File: src/verilog/fpx_defines.svh
// Bit positions, masks and reset values for the exception and control block
`ifndef FPX_DEFINES_SVH
`define FPX_DEFINES_SVH
`define FLG_INV        0
`define FLG_DVZ        1
`define FLG_OFL        2
`define FLG_UFL        3
`define FLG_INX        4
`define FLG_W          5
`define STAT_FLAGS_MSB 4
`define STAT_AC_BIT    12
`define STAT_TRAP_LSB  16
`define STAT_TRAP_MSB  20
`define STAT_WMASK     32'h001F_101F
`define STAT_RESET     32'h0000_0000
`define LCR_WMASK      32'h0000_00F7
`define LCR_RESET      32'h0000_0000
`define LCR_PR_BIT     7
`define LCR_AS_BIT     2
`define LCR_EX_BIT     1
`define LCR_OFF_BIT    0
`define ACR_EN_BIT     8
`define ACR_SB_BIT     11
`define ACR_AB_BIT     10
`define ACR_RE_BIT     9
`define ACR_RU_BIT     31
`define ACR_IE_BIT     28
`define ACR_MO_BIT     27
`define ACR_EO_BIT     26
`define ACR_RESET      32'h0000_0000
`define ACR_WMASK      32'h0000_0100
`define ACR_SB_AB_MASK 32'h0000_0C00
`define ACR_STAT_MASK  32'h9CFF_F6FF
`endif

File: src/verilog/fpx_pkg.sv
// Types for the exception and control block; only word_t and cmd_e are used by both ends
package fpx_pkg;
  typedef logic [31:0] word_t;
  typedef enum logic [2:0] {
    OP_NONE, OP_READ_STATUS, OP_WRITE_STATUS,
    OP_READ_CONTROL, OP_WRITE_CONTROL
  } cmd_e;
  typedef enum logic [1:0] {CMP_LT, CMP_EQ, CMP_GT, CMP_UN} cmp_e;
  typedef struct packed {
    logic trap_nan; logic inf_sub; logic zero_x_inf; logic div_indet;
    logic rem_bad; logic sqrt_neg; logic cvt_ovf; logic cmp_unord;
    logic div_zero; logic log_zero; logic ovf; logic tiny; logic acc_loss;
    logic rnd_inexact; logic sincos; logic sincos_exact;
  } arith_ev_s;
  typedef struct packed {
    logic [3:0] opcode_hi; logic prec_hi; logic [2:0] src_a;
    logic opcode_mid; logic [2:0] dest; logic prec_lo;
    logic [1:0] round_method; logic opcode_lo; logic [3:0] src_b;
  } bounce_s;
endpackage

File: src/verilog/fpx_link_if.sv
// Command and answer path between host core and the exception unit
`timescale 1ns/1ps
interface fpx_link_if;
  import fpx_pkg::*;
  cmd_e  cmd;
  word_t wdata;
  logic  user_mode;
  logic  legacy_sel;
  word_t rdata;
  logic  done;
  logic  priv_trap;
  logic  exc_trap;
  logic  carry_flag;
  modport host (output cmd, wdata, user_mode, legacy_sel,
                input rdata, done, priv_trap, exc_trap, carry_flag);
  modport dev  (input cmd, wdata, user_mode, legacy_sel,
                output rdata, done, priv_trap, exc_trap, carry_flag);
endinterface

File: src/verilog/fp_exception_control.sv
// Device end: sticky flags, traps, compare carry and control registers
`timescale 1ns/1ps
`include "fpx_defines.svh"
module fp_exception_control (
  input  wire logic             clk_i,
  input  wire logic             nrst_i,
  fpx_link_if.dev               link,
  input  wire logic             ev_valid_i,
  input  wire fpx_pkg::arith_ev_s ev_i,
  input  wire logic             ev_sign_i,
  input  wire logic             ev_async_i,
  input  wire logic             cmp_valid_i,
  input  wire fpx_pkg::cmp_e    cmp_i,
  input  wire logic             rem_partial_i,
  input  wire logic             bounce_sync_i,
  input  wire logic             bounce_async_i,
  input  wire logic             bounce_round_i,
  input  wire fpx_pkg::bounce_s bounce_i,
  input  wire logic [3:0]       round_status_i,
  output logic [31:0]           cvt_sat_o,
  output logic                  ovf_to_inf_o,
  output logic                  zero_result_o,
  output logic                  unit_enable_o,
  output logic                  legacy_unit_off_o
);
  import fpx_pkg::*;

  typedef struct packed {
    word_t status;
    word_t lcr;
    word_t acr;
    logic  carry;
    word_t rdata;
    logic  done;
    logic  priv_trap;
    logic  exc_trap;
    logic  [31:0] cvt_sat;
    logic  ovf_inf;
    logic  zero_res;
  } state_s;

  state_s st_reg;
  state_s st_next;

  logic [`FLG_W-1:0] raise;
  logic [`FLG_W-1:0] trap_en;
  logic              ctrl_op;
  logic              ctrl_bad;

  // Pack the bounced instruction into its control register positions
  function automatic word_t pack_bounce(bounce_s b);
    word_t w;
    w = 32'h0000_0000;
    w[23:20] = b.opcode_hi;
    w[19]    = b.prec_hi;
    w[18:16] = b.src_a;
    w[15]    = b.opcode_mid;
    w[14:12] = b.dest;
    w[7]     = b.prec_lo;
    w[6:5]   = b.round_method;
    w[4]     = b.opcode_lo;
    w[3:0]   = b.src_b;
    return w;
  endfunction

  // Classify arithmetic events into the five exception causes
  always_comb begin
    trap_en = st_reg.status[`STAT_TRAP_MSB:`STAT_TRAP_LSB];
    raise = '0;
    if (ev_valid_i) begin
      raise[`FLG_INV] = ev_i.trap_nan | ev_i.inf_sub | ev_i.zero_x_inf |
                        ev_i.div_indet | ev_i.rem_bad | ev_i.sqrt_neg |
                        ev_i.cvt_ovf | ev_i.cmp_unord;
      raise[`FLG_DVZ] = ev_i.div_zero | ev_i.log_zero;
      raise[`FLG_OFL] = ev_i.ovf;
      // Tininess alone counts only with the trap armed
      raise[`FLG_UFL] = trap_en[`FLG_UFL] ? ev_i.tiny
                        : (ev_i.tiny & ev_i.acc_loss);
      raise[`FLG_INX] = ev_i.rnd_inexact |
                        (ev_i.sincos & ~ev_i.sincos_exact) |
                        (ev_i.ovf & ~trap_en[`FLG_OFL]) |
                        (ev_i.tiny & ev_i.acc_loss & ~trap_en[`FLG_UFL]);
      // Armed overflow or underflow trap wins over inexact
      if ((raise[`FLG_OFL] & trap_en[`FLG_OFL]) |
          (raise[`FLG_UFL] & trap_en[`FLG_UFL]))
        raise[`FLG_INX] = 1'b0;
    end
    ctrl_op  = (link.cmd == OP_READ_CONTROL) |
               (link.cmd == OP_WRITE_CONTROL);
    ctrl_bad = ctrl_op & link.user_mode;
  end

  // Next state of the whole block
  always_comb begin
    st_next = st_reg;
    st_next.done = 1'b0;
    st_next.priv_trap = 1'b0;
    st_next.exc_trap = 1'b0;
    // Status write first; event sets below win over a clear
    if (link.cmd == OP_WRITE_STATUS)
      st_next.status = link.wdata & `STAT_WMASK;
    st_next.status[`STAT_FLAGS_MSB:0] =
      st_next.status[`STAT_FLAGS_MSB:0] | raise;
    st_next.exc_trap = |(raise & trap_en);
    if (cmp_valid_i)
      st_next.carry = (cmp_i == CMP_GT) | (cmp_i == CMP_EQ) |
        ((cmp_i == CMP_UN) & st_reg.status[`STAT_AC_BIT]);
    if (ev_valid_i & ev_i.cvt_ovf)
      st_next.cvt_sat = ev_sign_i ? 32'h8000_0000
                                  : 32'h7FFF_FFFF;
    st_next.ovf_inf  = ev_valid_i & ev_i.ovf & ~trap_en[`FLG_OFL];
    st_next.zero_res = ev_valid_i & ev_i.tiny & ~ev_i.acc_loss &
                       ~trap_en[`FLG_UFL];
    // Accelerator bounce capture
    if (bounce_sync_i | bounce_async_i) begin
      st_next.acr = (st_reg.acr & `ACR_WMASK) | pack_bounce(bounce_i);
      st_next.acr[`ACR_RE_BIT] = bounce_async_i & bounce_round_i;
      st_next.acr[`ACR_RU_BIT] = round_status_i[3];
      st_next.acr[`ACR_IE_BIT] = round_status_i[2];
      st_next.acr[`ACR_MO_BIT] = round_status_i[1];
      st_next.acr[`ACR_EO_BIT] = round_status_i[0];
    end
    // Host commands
    if (link.cmd != OP_NONE) begin
      st_next.done = 1'b1;
      if (ctrl_bad)
        st_next.priv_trap = 1'b1;
      else case (link.cmd)
        OP_READ_STATUS: begin
          st_next.rdata = st_reg.status;
        end
        OP_WRITE_STATUS: begin
        end
        OP_READ_CONTROL: begin
          if (link.legacy_sel)
            st_next.rdata = st_reg.lcr;
          else begin
            st_next.rdata = st_reg.acr;
            // Read is destructive; a bounce this cycle still sets
            if (!(bounce_sync_i | bounce_async_i))
              st_next.acr = st_reg.acr & ~`ACR_SB_AB_MASK;
          end
        end
        OP_WRITE_CONTROL: begin
          if (link.legacy_sel)
            st_next.lcr = link.wdata & `LCR_WMASK;
          else
            st_next.acr[`ACR_EN_BIT] = link.wdata[`ACR_EN_BIT];
        end
        default: begin
        end
      endcase
    end
    // Hardware sets come last so they win over a same-cycle control write
    if (rem_partial_i)
      st_next.lcr[`LCR_PR_BIT] = 1'b1;
    if (|raise) begin
      st_next.lcr[`LCR_EX_BIT] = 1'b1;
      st_next.lcr[`LCR_AS_BIT] = ev_async_i;
    end
    if (bounce_sync_i)
      st_next.acr[`ACR_SB_BIT] = 1'b1;
    if (bounce_async_i)
      st_next.acr[`ACR_AB_BIT] = 1'b1;
  end

  // State register
  always_ff @(posedge clk_i or negedge nrst_i) begin
    if (!nrst_i) begin
      st_reg <= '0;
      st_reg.status <= `STAT_RESET;
      st_reg.lcr <= `LCR_RESET;
      st_reg.acr <= `ACR_RESET;
    end else begin
      st_reg <= st_next;
    end
  end

  assign link.rdata      = st_reg.rdata;
  assign link.done       = st_reg.done;
  assign link.priv_trap  = st_reg.priv_trap;
  assign link.exc_trap   = st_reg.exc_trap;
  assign link.carry_flag = st_reg.carry;
  assign cvt_sat_o         = st_reg.cvt_sat;
  assign ovf_to_inf_o      = st_reg.ovf_inf;
  assign zero_result_o     = st_reg.zero_res;
  assign unit_enable_o     = st_reg.acr[`ACR_EN_BIT];
  assign legacy_unit_off_o = st_reg.lcr[`LCR_OFF_BIT];
endmodule

File: src/flat_wrapper.sv
// flat-port wrapper written by rule: the top's interface ports become plain ports
module fp_exception_control_flat import fpx_pkg::*;
  (clk_i, nrst_i, ev_valid_i, ev_i, ev_sign_i, ev_async_i, cmp_valid_i, cmp_i, rem_partial_i, bounce_sync_i, bounce_async_i, bounce_round_i, bounce_i, round_status_i, cvt_sat_o, ovf_to_inf_o, zero_result_o, unit_enable_o, legacy_unit_off_o, link_cmd, link_wdata, link_user_mode, link_legacy_sel, link_rdata, link_done, link_priv_trap, link_exc_trap, link_carry_flag);
  fpx_link_if link_i ();
  input  wire logic clk_i;
  input  wire logic nrst_i;
  input  wire logic ev_valid_i;
  input  wire fpx_pkg::arith_ev_s ev_i;
  input  wire logic ev_sign_i;
  input  wire logic ev_async_i;
  input  wire logic cmp_valid_i;
  input  wire fpx_pkg::cmp_e cmp_i;
  input  wire logic rem_partial_i;
  input  wire logic bounce_sync_i;
  input  wire logic bounce_async_i;
  input  wire logic bounce_round_i;
  input  wire fpx_pkg::bounce_s bounce_i;
  input  wire logic [3:0] round_status_i;
  output logic [31:0] cvt_sat_o;
  output logic ovf_to_inf_o;
  output logic zero_result_o;
  output logic unit_enable_o;
  output logic legacy_unit_off_o;
  input wire logic [$bits(link_i.cmd)-1:0] link_cmd;
  input wire logic [$bits(link_i.wdata)-1:0] link_wdata;
  input wire logic [$bits(link_i.user_mode)-1:0] link_user_mode;
  input wire logic [$bits(link_i.legacy_sel)-1:0] link_legacy_sel;
  output wire logic [$bits(link_i.rdata)-1:0] link_rdata;
  output wire logic [$bits(link_i.done)-1:0] link_done;
  output wire logic [$bits(link_i.priv_trap)-1:0] link_priv_trap;
  output wire logic [$bits(link_i.exc_trap)-1:0] link_exc_trap;
  output wire logic [$bits(link_i.carry_flag)-1:0] link_carry_flag;
  assign link_i.cmd = link_cmd;
  assign link_i.wdata = link_wdata;
  assign link_i.user_mode = link_user_mode;
  assign link_i.legacy_sel = link_legacy_sel;
  assign link_rdata = link_i.rdata;
  assign link_done = link_i.done;
  assign link_priv_trap = link_i.priv_trap;
  assign link_exc_trap = link_i.exc_trap;
  assign link_carry_flag = link_i.carry_flag;
  fp_exception_control u_core (.clk_i(clk_i), .nrst_i(nrst_i), .link(link_i), .ev_valid_i(ev_valid_i), .ev_i(ev_i), .ev_sign_i(ev_sign_i), .ev_async_i(ev_async_i), .cmp_valid_i(cmp_valid_i), .cmp_i(cmp_i), .rem_partial_i(rem_partial_i), .bounce_sync_i(bounce_sync_i), .bounce_async_i(bounce_async_i), .bounce_round_i(bounce_round_i), .bounce_i(bounce_i), .round_status_i(round_status_i), .cvt_sat_o(cvt_sat_o), .ovf_to_inf_o(ovf_to_inf_o), .zero_result_o(zero_result_o), .unit_enable_o(unit_enable_o), .legacy_unit_off_o(legacy_unit_off_o));
endmodule
File: config.mk
export PLATFORM = sky130hd
export DESIGN_NAME = fp_exception_control_flat
export DESIGN_NICKNAME = d
export VERILOG_FILES = /design/src/verilog/fpx_pkg.sv /design/src/verilog/fpx_link_if.sv /design/src/verilog/fp_exception_control.sv /design/src/flat_wrapper.sv
export VERILOG_INCLUDE_DIRS = /design/src /design/src/verilog
export SDC_FILE = /design/constraint.sdc
export NUM_CORES = 1
export LEC_CHECK = 0
export BUFFER_PORTS_ARGS = -buffer_cell sky130_fd_sc_hd__buf_2
export CORE_UTILIZATION = 53
export DETAILED_ROUTE_END_ITERATION = 8
export GPL_TIMING_DRIVEN = 0
export PLACE_DENSITY = 0.87
export SYNTH_ARGS = -nofsm -noshare
export SYNTH_HDL_FRONTEND = slang
export SYNTH_SLANG_ARGS = --single-unit
export TNS_END_PERCENT = 30
File: constraint.sdc
create_clock -name clk_i -period 2.9 [get_ports clk_i]
set_clock_uncertainty 0.2 [all_clocks]
set_input_delay 0.58 -clock clk_i [delete_from_list [all_inputs] [get_ports clk_i]]
set_output_delay 0.58 -clock clk_i [all_outputs]
set_load 0.005 [all_outputs]
After elaboration in Yosys (flattened, before gate mapping)
Cells that the tools add are included.
- bits in registers: 120
- input bits: 89
- output and inout port bits: 72
- logic and storage cells: 102
- eq/ne operators: 10
- muxes and demuxes: 24
- bitwise logic cells: 39
- reduce and logical (&&, ||, !) cells: 14
- operators by type and width (operator ; count):
    $mux 32 ; 5
    $mux 40 ; 2
    $pmux 32 s2 ; 1
    $mux 8 ; 3
    $or 9x24->24 ; 1
    $mux 23 ; 1
    $or 1x1->1 ; 16
    $and 1x1->1 ; 15
    $reduce_bool 2->1 ; 7
    $reduce_and 4->1 ; 3
    $mux 5 ; 2
    $reduce_or 5->1 ; 2
    $mux 1 ; 7
    $eq 3x2->1 const B ; 2
    $and 5x5->5 ; 1
    $ne 5x4->1 const B ; 1
    $not 1->1 ; 5
    $or 5x5->5 ; 1
    $eq 2x2->1 const B ; 2
    $mux 2 ; 2
    $ne 2x2->1 const B ; 2
    $eq 3x1->1 const B ; 1
    $eq 3x3->1 const B ; 1
    $reduce_and 3->1 ; 1
    other kinds (3) ; 3

Depth between registers and ports, before layout
- depth in word-level cells: 11
- mapped depth: 6
- gate-level depth less buffers: 4

Worst setup path before layout
Ideal clock, no wire load.
- path type: input -> register
- start point: in link_cmd[2]
- end point: reg u_core.st_reg[104] in the netlist's numbering
- setup time: 0.125 ns
- data arrival time: 1.653 ns
- slack: 0.922 ns
- cell stages on the path: 5
- path through: buf_4 > nor4b_4 > nand2_2 > mux2_1 > mux2_2
- word-level cells in the longest chain between the ends: 5
- RTL lines (element ; RTL line ; RTL):
    start, declared ; flat_wrapper.sv:24 ; input wire logic [$bits(link_i.cmd)-1:0] link_cmd;
    $eq 3x2->1 / $eq 3x3->1 (equally long branches) ; fp_exception_control.sv:88, fp_exception_control.sv:89, fp_exception_control.sv:128 ;
    $or 1x1->1 ; fp_exception_control.sv:88 ; ctrl_op = (link.cmd == OP_READ_CONTROL) |
    $and 1x1->1 ; fp_exception_control.sv:90 ; ctrl_bad = ctrl_op & link.user_mode;
    $ne 2x2->1 (no source line) ; -- ;
    $reduce_and 4->1 (no source line) (*) ; -- ;
    end signal, assigned ; fp_exception_control.sv:175 ; st_reg <= st_next;
    end, declared ; fp_exception_control.sv:42 ; state_s st_reg;
Every way passes the cells marked *; elsewhere a longest branch is shown, timed or not.
A chain may end at the register's enable or synchronous reset.

==> insert_results.sql <==
INSERT INTO impl_metrics (metric_group, metric, value, unit) VALUES
('run_status', 'outcome', 'finished, final reports clean', ''),
('global_routing', 'via_count_of_the_first_global_routing_pass', '3444', ''),
('detailed_routing', 'routed_wl', '10100', 'um'),
('pwr', 'leakage', '0.00275', 'uW'),
('clocking', 'clk_latency', '0.36', 'ns'),
('detailed_routing', 'drt-initial-drc-count', '193', ''),
('cells_and_area', 'drive_gt1_share', '49.8', '%'),
('global_routing', 'global_route.overflow_total', '0', ''),
('cells_and_area', 'multiInputGateArea', '1360', 'um2'),
('synth', 'dominantRegCellSynth', 'dfrtp_1', ''),
('timing', 'hold_viol_final', '0', ''),
('floorplan', 'pin_count', '161', ''),
('detailed_routing', 'dr.pass1.iters', '4', ''),
('pwr', 'worst_ir_drop_vdd', '0.311', 'mV'),
('synth', 'yosysSeqAreaShare', '54.1', '%'),
('synth', 'synth_area_per_cell', '11.1', 'um2'),
('floorplan', 'row_count', '31', ''),
('floorplan', 'die_area', '8210', 'um2'),
('cells_and_area', 'layoutNonFillerInstCount', '636', ''),
('place', 'pre_cts_ws', '0.594', 'ns'),
('cells_and_area', 'seq_area', '2250', 'um2'),
('setup_path', 'cp_data_arrival_time', '1.66', 'ns'),
('timing', 'setup_repair_after_global_routing_missed_its_margin', 'false', ''),
('detailed_routing', 'wl_per_cell', '15.8', 'um'),
('place', 'hpwl', '7320', 'um'),
('place', 'rd_place_congestion', '0.792', ''),
('cells_and_area', 'fillers', '523', ''),
('clocking', 'post_cts_resize_count', '0', ''),
('setup_path', 'critPathCaptureType', 'output pin', ''),
('cells_and_area', 'layout_common_cells', 'buf_2 (148), dfrtp_1 (90), buf_4 (66)', ''),
('setup_path', 'worst-r2r-setup-slack', '1.12', 'ns'),
('timing', 'finalSetupTns', '0', 'ns'),
('timing', 'fin_ws', '0.456', 'ns'),
('clocking', 'longest_clk_path_bufs', '2', ''),
('clocking', 'path_clk_slew', '0.08', 'ns'),
('pwr', 'design_power_total', '3090', 'uW'),
('place', 'port_buffers', '142', ''),
('timing', 'finalSetupViolations', '0', ''),
('floorplan', 'floorplan.initialDensity', '56.2', '%'),
('timing', 'slew_viol_final', '0', ''),
('global_routing', 'antenna_found_initial', '1', ''),
('clocking', 'cts_made_buffers', '9', ''),
('clocking', 'cts_htree_levels', '3', ''),
('detailed_routing', 'final_antenna_net_count', '0', ''),
('global_routing', 'gr-usage-all-layers', '26.3', '%'),
('detailed_routing', 'drt_drc_violations_left', '0', ''),
('floorplan', 'coreArea', '7410', 'um2'),
('synth', 'edff_count_synth', '0', ''),
('cells_and_area', 'nets', '621', ''),
('synth', 'ys_top_cells_by_area', 'dfrtp_1 (54%), buf_4 (12%), mux2_2 (8.1%)', ''),
('clocking', 'cts-root-buf', 'clkbuf_8', ''),
('setup_path', 'critical_path_peak_fanout', '32', ''),
('flow_run', 'max-cap-violations', '0', ''),
('synth', 'synth_cells', '376', ''),
('global_routing', 'wire_length_of_the_first_global_routing_pass', '16600', 'um'),
('clocking', 'cts_tree', 'done', ''),
('place', 'placement.cell_area', '5030', 'um2'),
('synth', 'yosys_register_bits', '90', ''),
('floorplan', 'fp.dieW', '90.6', 'um'),
('timing', 'layout_worst_path_cycle_share', '84.3', '%'),
('global_routing', 'grt_max_degree', '58', ''),
('timing', 'slew_headroom', '38.0', '%'),
('pwr', 'power_density', '583', 'nW/um2'),
('synth', 'synthDominantCellAreaShare', '54.1', '%'),
('synth', 'synth.distinct_cells', '39', ''),
('synth', 'synth_nets', '466', ''),
('detailed_routing', 'per_cell_via_count_in_the_routed_design', '5.16', ''),
('min_path', 'timing.hold.worst.start', 'cmp_valid_i', ''),
('synth', 'syn-cell-area', '4160', 'um2'),
('synth', 'synth.yosys.warnings', '0', ''),
('timing', 'timing.final.crit_period', '2.44', 'ns');
[area by class of cell]
cell class	count	area share, %
Inverter	1	0.0709
Sequential cell	90	42.5
Clock inverter	4	1.84
Timing Repair Buffer	144	14.2
Tap cell	99	2.34
Antenna cell	1	0.0473
Buffer	78	10.3
Multi-Input combinational cell	207	25.7
Clock buffer	12	2.93
[final timing paths]
| kind | end | depth (start not counted) |
|---|---|---|
| setup / recovery | cvt_sat_o[0] | 2 |
| hold / removal | u_core.link.carry_flag | 2 |
| setup reg to reg | u_core.st_reg[104] | 4 |
| hold reg to reg | u_core.link.rdata[10] | 2 |
| max in group asynchronous | u_core.st_reg[94] | 3 |
| min in group asynchronous | u_core.link.rdata[16] | 2 |
[cell families after synthesis]
family,after synthesis,share of synthesized area (%)
flops,90,54.1
buf+inv,79,13.2
fa+ha+maj,1,0.300
simple gates,127,14.8
compound gates,37,6.43
mux,42,11.2
[synth_stat cells (3+ instances only)]
master    instances
mux2i_1           4
mux2_1            8
a22oi_1           3
a31oi_1           3
nand2b_1          8
and2_1            5
nand2_1          49
nor2_1           27
nor4_1            3
a221oi_1         12
a21oi_1           4
mux2_2           30
dfrtp_1          90
buf_4            65
buf_2             7
o21ai_0           5
nand3_1          18
clkbuf_1          6
nor2b_1           4
[critical path, stage by stage, from the launching register on]
cell and delay [ns]:
dfrtp_1 0.96, buf_4 0.24, buf_2 0.11
[report_power, final]
part | internal (uW) | switching (uW) | leakage, uW
Sequential | 1380 | 95.5 | 0.00109
Clock | 620 | 432 | 0.000123
Combinational | 331 | 234 | 0.00154
[through the flow]
stage	util, %	hold WS (ns)
floorplan	-	0.0844
global placement	67.5	0.252
detailed placement	67.9	0.257
CTS	71.4	0.188
global route	71.5	0.204
finish	71.5	0.202
[metal layers]
layer / global-route usage, % / wire length (um) / up-vias
met5: 0 / 0 / -
met3: 4.80 / 564 / 28
met2: 44.3 / 5170 / 135
met1: 32.0 / 3950 / 1584
met4: 14.2 / 365 / 0
li1: - / - / 1534
(Power assumes the default switching activity.)
